<file path="src/adc_ctrl_cfg.svh">
// Purpose: Named offsets, field positions and timing counts
// Assumes: Included by the control block and its testbench
// Notes: Register offsets are word indices; byte address is four times
`ifndef ADC_CTRL_CFG_SVH
`define ADC_CTRL_CFG_SVH

// ============================================================
// Register word indices
`define IDX_CTRL1 16'h7100
`define IDX_CTRL2 16'h7101
`define IDX_MAXCONV 16'h7102
`define IDX_CHSEL0 16'h7103
`define IDX_SEQSTAT 16'h7107
`define IDX_RESULT0 16'h7108
`define IDX_CTRL3 16'h7118
`define IDX_STATUS 16'h7119
`define IDX_REFSEL 16'h711c

// ============================================================
// Field positions
`define C1_CASCADE 4
`define C1_STARTSTOP 6
`define C1_ACQ_LSB 8
`define C2_PWMB_EN2 0
`define C2_INT_MODE2 2
`define C2_INT_EN2 3
`define C2_SW_SOC2 5
`define C2_RST2 6
`define C2_PWMA_EN1 8
`define C2_INT_MODE1 10
`define C2_INT_EN1 11
`define C2_SW_SOC1 13
`define C2_RST1 14
`define C2_PIN_EN1 15
`define MAX2_LSB 4
`define SS_PTR2_LSB 4
`define RESULT_LSB 4
`define C3_DIV_LSB 0
`define ST_FLAG1 0
`define ST_FLAG2 1
`define ST_BUSY1 2
`define ST_BUSY2 3
`define ST_CLR1 4
`define ST_CLR2 5
`define REF_LSB 14

// ============================================================
// Timing
`define PCLK_MHZ 50
`define CONV_CLK_MHZ 25
`define CONV_NS 80
`define BASE_DIV (`PCLK_MHZ / `CONV_CLK_MHZ)
`define CONV_TICKS ((`CONV_NS * `CONV_CLK_MHZ + 999) / 1000)

`endif

</file>
<file path="src/adc_ctrl_pkg.sv">
// Purpose: Types shared by the converter control modules
// Assumes: Nothing beyond the standard language
// Notes: The control, sync and divider modules each keep all of their state in one struct
package adc_ctrl_pkg;

    // ============================================================
    // Sequencer states, Gray along idle-acquire-convert-done
    typedef enum logic [1:0] {
        SEQ_IDLE = 2'b00,
        SEQ_ACQ = 2'b01,
        SEQ_CONV = 2'b11,
        SEQ_DONE = 2'b10
    } seq_state_e;

    // ============================================================
    // Main state
    typedef struct packed {
        logic cascade;
        logic start_stop;
        logic [3:0] acq_ps;
        logic pwma_en;
        logic pwmb_en;
        logic pin_en;
        logic [1:0] int_mode;
        logic [1:0] int_en;
        logic [6:0] maxconv;
        logic [15:0][3:0] chsel;
        logic [15:0][11:0] result;
        logic [3:0] clk_div;
        logic [1:0] ref_sel;
        logic pend1;
        logic pend2;
        logic [3:0] ptr1;
        logic [2:0] ptr2;
        logic [1:0] eos_odd;
        logic [1:0] eos_flag;
        seq_state_e state;
        logic cur_seq;
        logic [3:0] cnt;
        logic [3:0] seen;
        logic [31:0] prdata;
        logic pready;
        logic pslverr;
        logic conv_start;
        logic [3:0] conv_channel;
        logic sample_hold;
        logic power_up;
        logic irq1;
        logic irq2;
    } ctrl_s;

    typedef struct packed {
        logic s1;
        logic s2;
        logic s3;
        logic lvl;
        logic rise;
    } sync_s;

    typedef struct packed {
        logic [7:0] cnt;
        logic tick;
    } div_s;

endpackage

</file>
<file path="src/pin_rise_sync.sv">
// Purpose: Synchronise a pin and report a filtered rising edge
// Assumes: Pin is asynchronous to pclk
// Notes: A change counts once the second and third stages agree
`timescale 1ns/1ps
module pin_rise_sync (
    input wire logic pclk,
    input wire logic presetn,
    input wire logic pin,
    output logic rise
);
    adc_ctrl_pkg::sync_s q;
    adc_ctrl_pkg::sync_s d;

    always_comb begin
        d = q;
        d.s1 = pin;
        d.s2 = q.s1;
        d.s3 = q.s2;
        d.rise = 1'b0;
        if (q.s2 == q.s3) begin
            d.lvl = q.s3;
            d.rise = q.s3 & ~q.lvl;
        end
    end

    always_ff @(posedge pclk or negedge presetn) begin
        if (!presetn) begin
            q <= '0;
        end else begin
            q <= d;
        end
    end

    assign rise = q.rise;
endmodule // pin_rise_sync

</file>
<file path="src/conv_tick_divider.sv">
// Purpose: Converter clock as a one-cycle enable pulse
// Assumes: period_m1 holds the pulse period minus one
// Notes: Counter restarts whenever run is low so ticks align to a start
`timescale 1ns/1ps
module conv_tick_divider (
    input wire logic pclk,
    input wire logic presetn,
    input wire logic run,
    input wire logic [7:0] period_m1,
    output logic tick
);
    adc_ctrl_pkg::div_s q;
    adc_ctrl_pkg::div_s d;

    always_comb begin
        d = q;
        d.tick = 1'b0;
        if (!run) begin
            d.cnt = '0;
        end else if (q.cnt >= period_m1) begin
            d.cnt = '0;
            d.tick = 1'b1;
        end else begin
            d.cnt = q.cnt + 8'h01;
        end
    end

    always_ff @(posedge pclk or negedge presetn) begin
        if (!presetn) begin
            q <= '0;
        end else begin
            q <= d;
        end
    end

    assign tick = q.tick;
endmodule // conv_tick_divider

</file>
<file path="src/adc_autosequencer_control.sv">
// Purpose: Sequencer, triggers and APB registers around one converter
// Assumes: Converter core returns a saturated 12-bit code on conv_data
// Notes: Clock gate and halt come from system control on pclk
//
// What this block does
// - In cascade mode each step picks any of sixteen channels, up to sixteen steps.
// - Runs as two 8-step sequencers or one cascaded 16-step one.
// - Dual mode keeps each sequencer in its own eight channels.
// - Each finished conversion lands in the current step's result.
// - Sixteen result registers, each readable on its own.
// - Codes span 0 to 4095, saturating at both reference ends.
// - Software, PWM trigger or external pin starts a sequence.
// - Sequence-end request fires every end or every second end.
// - Start/stop mode pauses after each triggered step.
// - PWM triggers A and B start their own sequencers separately.
// - Acquisition window has its own prescale, apart from divider.
// - One converter, so requests of both sequencers are serialised.
// - A channel may appear in several steps for oversampling.
// - A conversion lasts 80 ns of a 25 MHz converter clock.
// - Registers run on pclk; sequencing on a divided tick.
// - Under reset all goes to defaults and analog stays powered off.
// - Gate low blocks register writes; gate high enables analog.
// - Halt powers analog down and keeps all register contents.
// - Reference select sits in bits 15 to 14 of its register.
`timescale 1ns/1ps
`include "adc_ctrl_cfg.svh"
module adc_autosequencer_control (
    input wire logic pclk,
    input wire logic presetn,
    input wire logic [17:0] paddr,
    input wire logic psel,
    input wire logic penable,
    input wire logic pwrite,
    input wire logic [31:0] pwdata,
    output logic [31:0] prdata,
    output logic pready,
    output logic pslverr,
    input wire logic converter_clock_gate_enable,
    input wire logic halt_mode,
    input wire logic pwm_conv_trigger_a,
    input wire logic pwm_conv_trigger_b,
    input wire logic external_irq_line_two,
    input wire logic [11:0] conv_data,
    output logic conv_start,
    output logic [3:0] conv_channel,
    output logic sample_hold,
    output logic analog_power_up,
    output logic [1:0] external_ref_select,
    output logic seq1_irq,
    output logic seq2_irq
);
    adc_ctrl_pkg::ctrl_s q;
    adc_ctrl_pkg::ctrl_s d;
    logic pin_rise;
    logic tick;
    logic run_ok;
    logic wr;
    logic hit;
    logic [15:0] widx;
    logic [31:0] rdat;
    logic trig1;
    logic trig2;
    logic [3:0] cur_slot;
    logic [3:0] cur_max;
    logic cur_ptr_last;
    logic [7:0] period_m1;

    // ============================================================
    // Helpers
    function automatic logic [3:0] slot_of(input logic seq,
        input logic [3:0] p1, input logic [2:0] p2);
        slot_of = seq ? {1'b1, p2} : p1;
    endfunction

    function automatic logic [3:0] chan_of(input logic [3:0] sel,
        input logic casc, input logic seq);
        chan_of = casc ? sel : {seq, sel[2:0]};
    endfunction

    // ============================================================
    // Trigger pin and converter tick
    pin_rise_sync u_pin (
        .pclk(pclk),
        .presetn(presetn),
        .pin(external_irq_line_two),
        .rise(pin_rise)
    );

    // Stretching the divider slows acquisition and conversion alike
    assign period_m1 = 8'(`BASE_DIV * (int'(q.clk_div) + 1) - 1);

    conv_tick_divider u_div (
        .pclk(pclk),
        .presetn(presetn),
        .run(run_ok && q.state != adc_ctrl_pkg::SEQ_IDLE),
        .period_m1(period_m1),
        .tick(tick)
    );

    // ============================================================
    // Next state
    always_comb begin
        d = q;
        run_ok = converter_clock_gate_enable & ~halt_mode;
        widx = paddr[17:2];
        wr = psel & penable & q.pready & pwrite;
        rdat = '0;
        hit = 1'b1;
        cur_slot = slot_of(q.cur_seq, q.ptr1, q.ptr2);
        cur_max = q.cur_seq ? {1'b0, q.maxconv[`MAX2_LSB +: 3]} :
            (q.cascade ? q.maxconv[3:0] : {1'b0, q.maxconv[2:0]});
        cur_ptr_last = q.cur_seq ? ({1'b0, q.ptr2} == cur_max) :
            (q.ptr1 == cur_max);
        d.conv_start = 1'b0;
        d.irq1 = 1'b0;
        d.irq2 = 1'b0;
        d.power_up = run_ok;
        // Register decode
        if (widx == `IDX_CTRL1) begin
            rdat[`C1_CASCADE] = q.cascade;
            rdat[`C1_STARTSTOP] = q.start_stop;
            rdat[`C1_ACQ_LSB +: 4] = q.acq_ps;
        end else if (widx == `IDX_CTRL2) begin
            rdat[`C2_PWMB_EN2] = q.pwmb_en;
            rdat[`C2_INT_MODE2] = q.int_mode[1];
            rdat[`C2_INT_EN2] = q.int_en[1];
            rdat[`C2_PWMA_EN1] = q.pwma_en;
            rdat[`C2_INT_MODE1] = q.int_mode[0];
            rdat[`C2_INT_EN1] = q.int_en[0];
            rdat[`C2_PIN_EN1] = q.pin_en;
        end else if (widx == `IDX_MAXCONV) begin
            rdat[6:0] = q.maxconv;
        end else if (widx == `IDX_SEQSTAT) begin
            rdat[3:0] = q.ptr1;
            rdat[`SS_PTR2_LSB +: 3] = q.ptr2;
        end else if (widx == `IDX_CTRL3) begin
            rdat[`C3_DIV_LSB +: 4] = q.clk_div;
        end else if (widx == `IDX_STATUS) begin
            rdat[`ST_FLAG1] = q.eos_flag[0];
            rdat[`ST_FLAG2] = q.eos_flag[1];
            rdat[`ST_BUSY1] = q.pend1;
            rdat[`ST_BUSY2] = q.pend2;
        end else if (widx == `IDX_REFSEL) begin
            rdat[`REF_LSB +: 2] = q.ref_sel;
        end else begin
            hit = 1'b0;
        end
        for (int j = 0; j < 4; j++) begin
            if (widx == `IDX_CHSEL0 + 16'(j)) begin
                hit = 1'b1;
                rdat[15:0] = q.chsel[4*j +: 4];
            end
        end
        for (int k = 0; k < 16; k++) begin
            if (widx == `IDX_RESULT0 + 16'(k)) begin
                hit = 1'b1;
                rdat[`RESULT_LSB +: 12] = q.result[k];
            end
        end
        // APB answer one cycle into the access phase
        d.pready = psel & penable & ~q.pready;
        if (psel & penable & ~q.pready) begin
            d.prdata = rdat;
            d.pslverr = ~hit;
        end
        // Writes take effect only with the register clock running
        trig1 = 1'b0;
        trig2 = 1'b0;
        if (wr && hit && converter_clock_gate_enable) begin
            if (widx == `IDX_CTRL1) begin
                d.cascade = pwdata[`C1_CASCADE];
                d.start_stop = pwdata[`C1_STARTSTOP];
                d.acq_ps = pwdata[`C1_ACQ_LSB +: 4];
            end
            if (widx == `IDX_CTRL2) begin
                d.pwmb_en = pwdata[`C2_PWMB_EN2];
                d.int_mode[1] = pwdata[`C2_INT_MODE2];
                d.int_en[1] = pwdata[`C2_INT_EN2];
                d.pwma_en = pwdata[`C2_PWMA_EN1];
                d.int_mode[0] = pwdata[`C2_INT_MODE1];
                d.int_en[0] = pwdata[`C2_INT_EN1];
                d.pin_en = pwdata[`C2_PIN_EN1];
                trig1 = pwdata[`C2_SW_SOC1];
                trig2 = pwdata[`C2_SW_SOC2] & ~q.cascade;
            end
            if (widx == `IDX_MAXCONV) begin
                d.maxconv = pwdata[6:0];
            end
            if (widx == `IDX_CTRL3) begin
                d.clk_div = pwdata[`C3_DIV_LSB +: 4];
            end
            if (widx == `IDX_STATUS) begin
                if (pwdata[`ST_CLR1]) begin
                    d.eos_flag[0] = 1'b0;
                end
                if (pwdata[`ST_CLR2]) begin
                    d.eos_flag[1] = 1'b0;
                end
            end
            if (widx == `IDX_REFSEL) begin
                d.ref_sel = pwdata[`REF_LSB +: 2];
            end
            for (int j = 0; j < 4; j++) begin
                if (widx == `IDX_CHSEL0 + 16'(j)) begin
                    // Repeated channel numbers are legal
                    d.chsel[4*j +: 4] = pwdata[15:0];
                end
            end
        end
        // Trigger sources, each to its own sequencer
        trig1 = trig1 | (pwm_conv_trigger_a & q.pwma_en) |
            (pin_rise & q.pin_en);
        trig2 = trig2 | (pwm_conv_trigger_b & q.pwmb_en & ~q.cascade);
        if (run_ok && trig1) begin
            d.pend1 = 1'b1;
        end
        if (run_ok && trig2) begin
            d.pend2 = 1'b1;
        end
        // Sequencer reset aborts a step in flight on that sequencer
        if (wr && converter_clock_gate_enable && widx == `IDX_CTRL2) begin
            if (pwdata[`C2_RST1]) begin
                d.ptr1 = '0;
                d.pend1 = 1'b0;
            end
            if (pwdata[`C2_RST2]) begin
                d.ptr2 = '0;
                d.pend2 = 1'b0;
            end
            if ((pwdata[`C2_RST1] && !q.cur_seq) ||
                (pwdata[`C2_RST2] && q.cur_seq)) begin
                d.state = adc_ctrl_pkg::SEQ_IDLE;
                d.sample_hold = 1'b0;
            end
        end
        // Shared converter, frozen while halted or gated off
        if (run_ok && d.state == q.state) begin
            unique case (q.state)
                adc_ctrl_pkg::SEQ_IDLE: begin
                    if (q.pend1 || q.pend2) begin
                        d.cur_seq = ~q.pend1;
                        d.state = adc_ctrl_pkg::SEQ_ACQ;
                        d.cnt = q.acq_ps;
                        d.sample_hold = 1'b1;
                        d.conv_channel = chan_of(q.chsel[slot_of(~q.pend1,
                            q.ptr1, q.ptr2)], q.cascade, ~q.pend1);
                    end
                end
                adc_ctrl_pkg::SEQ_ACQ: begin
                    if (tick && q.cnt == 4'h0) begin
                        d.state = adc_ctrl_pkg::SEQ_CONV;
                        d.sample_hold = 1'b0;
                        d.conv_start = 1'b1;
                        d.cnt = 4'(`CONV_TICKS - 1);
                        d.seen = 4'h0;
                    end else if (tick) begin
                        d.cnt = q.cnt - 4'h1;
                    end
                end
                adc_ctrl_pkg::SEQ_CONV: begin
                    if (tick) begin
                        d.seen = q.seen + 4'h1;
                    end
                    if (tick && q.cnt == 4'h0) begin
                        d.state = adc_ctrl_pkg::SEQ_DONE;
                        // Core saturates at both reference ends
                        d.result[cur_slot] = conv_data;
                    end else if (tick) begin
                        d.cnt = q.cnt - 4'h1;
                    end
                end
                adc_ctrl_pkg::SEQ_DONE: begin
                    d.state = adc_ctrl_pkg::SEQ_IDLE;
                    if (cur_ptr_last) begin
                        // Sequence end sets the flag over a same-cycle clear
                        d.eos_flag[q.cur_seq] = 1'b1;
                        d.eos_odd[q.cur_seq] = ~q.eos_odd[q.cur_seq];
                        if (q.cur_seq) begin
                            d.ptr2 = '0;
                            d.pend2 = 1'b0;
                            d.irq2 = q.int_en[1] &
                                (~q.int_mode[1] | q.eos_odd[1]);
                        end else begin
                            d.ptr1 = '0;
                            d.pend1 = 1'b0;
                            d.irq1 = q.int_en[0] &
                                (~q.int_mode[0] | q.eos_odd[0]);
                        end
                    end else if (q.cur_seq) begin
                        d.ptr2 = q.ptr2 + 3'h1;
                        d.pend2 = d.pend2 & ~q.start_stop;
                    end else begin
                        d.ptr1 = q.ptr1 + 4'h1;
                        d.pend1 = d.pend1 & ~q.start_stop;
                    end
                end
            endcase
        end
    end

    // Everything defaults under reset, analog held off
    always_ff @(posedge pclk or negedge presetn) begin
        if (!presetn) begin
            q <= '0;
        end else begin
            q <= d;
        end
    end

    // ============================================================
    // Outputs
    assign prdata = q.prdata;
    assign pready = q.pready;
    assign pslverr = q.pslverr;
    assign conv_start = q.conv_start;
    assign conv_channel = q.conv_channel;
    assign sample_hold = q.sample_hold;
    assign analog_power_up = q.power_up;
    assign external_ref_select = q.ref_sel;
    assign seq1_irq = q.irq1;
    assign seq2_irq = q.irq2;
endmodule // adc_autosequencer_control

</file>
<file path="config.mk">
export PLATFORM = sky130hd
export DESIGN_NAME = adc_autosequencer_control
export DESIGN_NICKNAME = d
export VERILOG_FILES = /design/src/adc_ctrl_pkg.sv /design/src/pin_rise_sync.sv /design/src/conv_tick_divider.sv /design/src/adc_autosequencer_control.sv
export VERILOG_INCLUDE_DIRS = /design/src
export SDC_FILE = /design/constraint.sdc
export NUM_CORES = 1
export LEC_CHECK = 0
export BUFFER_PORTS_ARGS = -buffer_cell sky130_fd_sc_hd__buf_2
export CAP_MARGIN = 20
export CORE_MARGIN = 5
export CORE_UTILIZATION = 31
export CTS_BUF_LIST = sky130_fd_sc_hd__clkbuf_2
export DETAILED_ROUTE_END_ITERATION = 16
export PLACE_DENSITY = 0.45
export SLEW_MARGIN = 0
export SYNTH_ARGS = -nofsm -noshare
export SYNTH_HDL_FRONTEND = slang
export SYNTH_SLANG_ARGS = --single-unit
export TNS_END_PERCENT = 5
</file>
<file path="constraint.sdc">
create_clock -name pclk -period 3.9 [get_ports pclk]
set_input_delay 0.195 -clock pclk [delete_from_list [all_inputs] [get_ports pclk]]
set_output_delay 0.195 -clock pclk [all_outputs]
set_load 0.005 [all_outputs]
</file>
# Yosys cells after proc, flatten, opt, wreduce, memory -nomap -nowiden
# Index checks and enable logic that the tools add are counted.
# Widths: inputs -> output; s select.
# totals
reg_bits	347
mem_bits_rw	0
elab_cells	335
mem_bits_ro	0
n_memories	0
latchBits	0
# op_classes
mul	0
n_bitwise	31
mux	149
eq_ne	38
n_lt_le_gt_ge	6
add_sub_neg	7
n_div	0
n_shift	0
reduce_logical	35
# op_table
operator	count
$eq 16x15->1 const B	27
$mux 12	17
$bwmux 192	1
$mux 4	20
$mux 1	66
$mux 16	4
$demux 12 s4	1
$mux 2	18
$mux 24	1
$mux 9	2
$reduce_and 2->1	9
$bmux 4 s4	1
$mux 8	2
$and 1x1->1	15
$mux 3	5
$mux 7	2
$logic_and 1x1->1	13
$mux 13	1
$pmux 4 s3	1
$lt 4x5->1 const B	2
$not 1->1	10
$reduce_and 3->1	3
$add 4x1->4 const B	2
$add 8x1->8 const B	1
other kinds (32)	42

# Depth between registers and ports, before layout
# depth
word_depth	42
depth_mapped	12
ltp_nobuf	12

# Hierarchy
# From an unflattened synthesis, not the netlist that was laid out.
# unflattened
hier_cells	1575
hier_area_um2	17795.8
# modules_own_cells
module	seq_area_each_um2	instances	area_each_um2	cells_each
adc_autosequencer_control	8232.9	1	17052.6	1509
conv_tick_divider	225.2	1	596.8	59
pin_rise_sync	125.1	1	146.4	7

# Worst setup path after synthesis
# Ideal clock, no wire load.
# synth_path
path_type	flip-flop to flip-flop
startpoint	register q[66] (netlist name)
endpoint	register q (netlist bit conv_channel[3])
slack_ps	1185
stages_incl_launch_ff	10
t_arrival_ps	2572
setup_time_ps	143
cell_sequence	dfrtp_1 -> clkbuf_1 -> mux2i_1 -> buf_4 -> mux4_2 -> nor2b_1 -> a211oi_1 -> a21oi_1 -> a21oi_1 -> o21ai_0
# synth_between
elab_chain_cells	4
word_cells_on_any_way	7
# synth_lines
item	line	text
from (decl)	adc_autosequencer_control.sv:52	adc_ctrl_pkg::ctrl_s q;
from (signal assigned)	adc_autosequencer_control.sv:304	q <= '0;
from (signal assigned)	adc_autosequencer_control.sv:306	q <= d;
$mux 4	adc_autosequencer_control.sv:72	slot_of = seq ? {1'b1, p2} : p1;
$bmux 4 s4	adc_autosequencer_control.sv:245	d.conv_channel = chan_of(q.chsel[slot_of(~q.pend1,
$mux 4 (not written as such)	adc_autosequencer_control.sv:245	
$mux 4	adc_autosequencer_control.sv:77	chan_of = casc ? sel : {seq, sel[2:0]};
# Parallel ways exist; a longest one is shown, timed or not. The select of a mux whose other input is x is not followed.
# A chain may end at the register's enable or synchronous reset.

# Worst setup path after layout
# layout_path
startpoint	register q (netlist bit pready)
endpoint	register q[199] (netlist name)
# layout_between
elab_chain_cells	8
# layout_lines
item	line	text
$and 1x1->1 (2 in series)	adc_autosequencer_control.sv:106	wr = psel & penable & q.pready & pwrite;
$logic_and 1x1->1	adc_autosequencer_control.sv:221	if (wr && converter_clock_gate_enable && widx == `IDX_CTRL2) begin
$logic_and 1x1->1 (no line)	--	
$mux 2	adc_autosequencer_control.sv:221	
$eq 2x2->1	adc_autosequencer_control.sv:237	if (run_ok && d.state == q.state) begin
$logic_and 1x1->1	adc_autosequencer_control.sv:237	
$reduce_and 3->1 (no line)	--	
# Every way passes these cells.

==> results.cfg <==
[outcome]
run_status = complete, no violations

[global_routing]
first_pass_grt_wire_length_mm = 96.8
antenna_found_initial = 6
grt_pass1_vias = 14400
grt_max_degree = 83
globalRoute.totalOverflow = 0
globalRouteTotalUtil = 0.203

[routing]
routed-via-count = 14100
detail_route.wl_per_cell_um = 24.8
first_pass_iters = 5
route.detailed.drc = 0
finalWirelength_mm = 64.5
detailedRoute.firstIterationViolations = 1064
drtAntennaViolNets = 0
viasPerCell = 5.44

[clock_tree]
cts-htree-levels = 3
cts.repair_timing.setup_buffer_count = 0
cts_hold_buffers = 83
tritoncts = built
clock_latency_ps = 1110
cts_buffer_depth = 3
post_cts_resize_count = 0
numCtsBuffers = 97
clk_pin_slew_worst_paths_ps = 90
numClockSinks = 343
cts-root-buf = clkbuf_2

[floorplanning]
area_enclosed_by_the_die_boundary_mm2 = 0.0626
ios = 117
floorplan.rows = 88
die_h_um = 250
coreArea_mm2 = 0.0574
floorplan.die.width_um = 250
initial_utilization = 0.312

[setup_path]
startpoint_type = register
number_of_cells_on_the_worst_reg_to_reg_path = 8
path_class = register to register
required_ps = 4860
worstReg2RegStart = pready
crit_fanout = 13
rr_endpoint = q[199]
timing.critical_path.to_type = register
critPathArrivalTime_ps = 4460
minimum_setup_slack_among_reg_to_reg_paths_ps = 410

[yosys]
yosys_warnings = 0
yosysUniqueCellTypes = 88
syn_area_mm2 = 0.0179
postSynthCellCount = 1539
netlist.area_leader.share = 0.480
async_flop_share = 1.00
synth_edf_count = 0
synth_area_leader_cell = dfrtp_1
ys_ff_latch = 343
synth_area_leaders = dfrtp_1, mux2_2, buf_4, mux4_2, o21ai_0
seq_area_frac_synth = 0.480
syn_area_per_cell_um2 = 11.6
synthFlopType = dfrtp_1

[placed_design]
dpl.cell_count = 2348
dp.final_hpwl_mm = 45.0
finalWeightedCongestion = 0.889
io_buffers = 82

[sta]
worst_slew_pin_slew_ps = 952
slew_viol_final = 0
final.period_utilization = 0.895
fmaxAchievable_mhz = 286
worst_clock_skew_ps = 70.3
final.setup.tns_ps = 0
final_period_minus_worst_setup_slack_ps = 3490
slew_headroom = 0.365
final_hold_viol_count = 0
setup_viol = 0
grt_setup_unrepaired = no

[final_layout]
area_growth_pct = 17.2
finalCoreUtilization = 0.365
layout_cells_sized_above_1 = 0.358
post_layout_nonfiller_instances = 2602
finalNetCount = 1850

[worst_hold_path]
holdPathStages = 5
worstHoldStart = paddr[4]
worstHoldEndpoint = pslverr
holdCritPathClass = input pin to register

[pwr]
p_per_area_mw_per_mm2 = 323
power.static_leakage_uw = 0.00995
largest_vdd_supply_drop_mv = 0.166

[run]
max_cap_viol_count = 0
## routing by layer
layer | routed length (µm) | global-route usage | vias up
met4 | 1650 | 0.0664 | 0
li1 | - | - | 6267
met2 | 29800 | 0.321 | 467
met3 | 3240 | 0.0294 | 102
met1 | 29900 | 0.286 | 7313
met5 | 0 | 0 | -
## worst max-delay path by stage
stage / from / end / slack (ps)
global placement: paddr[4] / prdata[5] / 530
global route: pready / q[193] / 260
finish: pready / q[199] / 410
CTS: pready / q[193] / 410
floorplan: q[66] / conv_channel[3] / 1190
detailed placement: paddr[6] / q[202] / 550
## through the flow
stage	cell area, µm²	setup WS [ps]	power (µW)	hold WS [ps]
final	20900	409	6770	184
after CTS	20900	410	6900	13.0
after global routing	20900	261	7090	116
after global placement	19200	532	4080	277
after detailed placement	19200	555	4080	286
after floorplan	17900	1190	3840	-101
## flip-flops by register name, summed over array words and instances, names as in the netlist
signal / flops
q: 300
u_pin.q: 2
conv_channel: 4
conv_start: 1
pslverr: 1
sample_hold: 1
u_div.tick: 1
seq2_irq: 1
pready: 1
seq1_irq: 1
external_ref_select: 2
u_pin.rise: 1
u_pin.d: 2
prdata: 16
u_div.q: 8
analog_power_up: 1
## cells by family (layout without fill, tap and decap cells)
logic type / count (synthesis) / count (layout) / share of synthesized area
xor+xnor: 16 / 16 / 0.00784
flops: 343 / 343 / 0.480
fa+ha+maj: 14 / 14 / 0.00966
buf+inv: 165 / 447 / 0.0507
simple gates: 361 / 361 / 0.115
other cells: 1 / 17 / 0.000210
compound gates: 320 / 320 / 0.123
mux: 319 / 319 / 0.214
## worst max-delay path: stages, from the launching register on
cell	delay (ps)
dfrtp_1	360
and3_1	180
nor2b_1	420
dlygate4sd3_1	670
nand4_2	250
and3_4	320
and2b_1	210
nand2_1	540
mux2_2	410
## power breakdown
part           switching, µW  internal (µW)  leakage [µW]
clock                   1620           1070      0.000661
combinational            322            161       0.00455
sequential              19.1           3570       0.00474
total                   1960           4800       0.00995
## synth_stat cells, types with 20 or more instances
master and n:
nand2_1 87, clkbuf_1 52, buf_4 54, buf_2 24, inv_1 25, dfrtp_1 343, nor2_1 76, a22oi_1 33
nor3_1 24, nand3_1 38, o21ai_0 68, mux2_4 20, mux2_2 265, a21oi_1 54, a221oi_1 21
## final cells by class
class,count,area (µm²)
clock buffer,136,681
tap,765,957
antenna,1,2.50
fill,5735,36400
clock inverter,34,191
multi-input combinational,1046,8480
sequential,343,8580
timing repair buffer,251,1950
inverter,26,97.6
## placed cells by master (no fill, tap or decap), types with 20 or more instances in the layout
master           n
nor3_1          24
mux2_4          20
a21oi_1         54
a221oi_1        21
nand2_1         87
dfrtp_1        343
nand3_1         38
a22oi_1         33
buf_4           83
o21ai_0         68
buf_2           81
dlygate4sd3_1   82
mux2_2         265
inv_1           25
clkbuf_2       136
clkinv_1        24
nor2_1          76
Note: power is estimated with default switching activity, not from simulation.
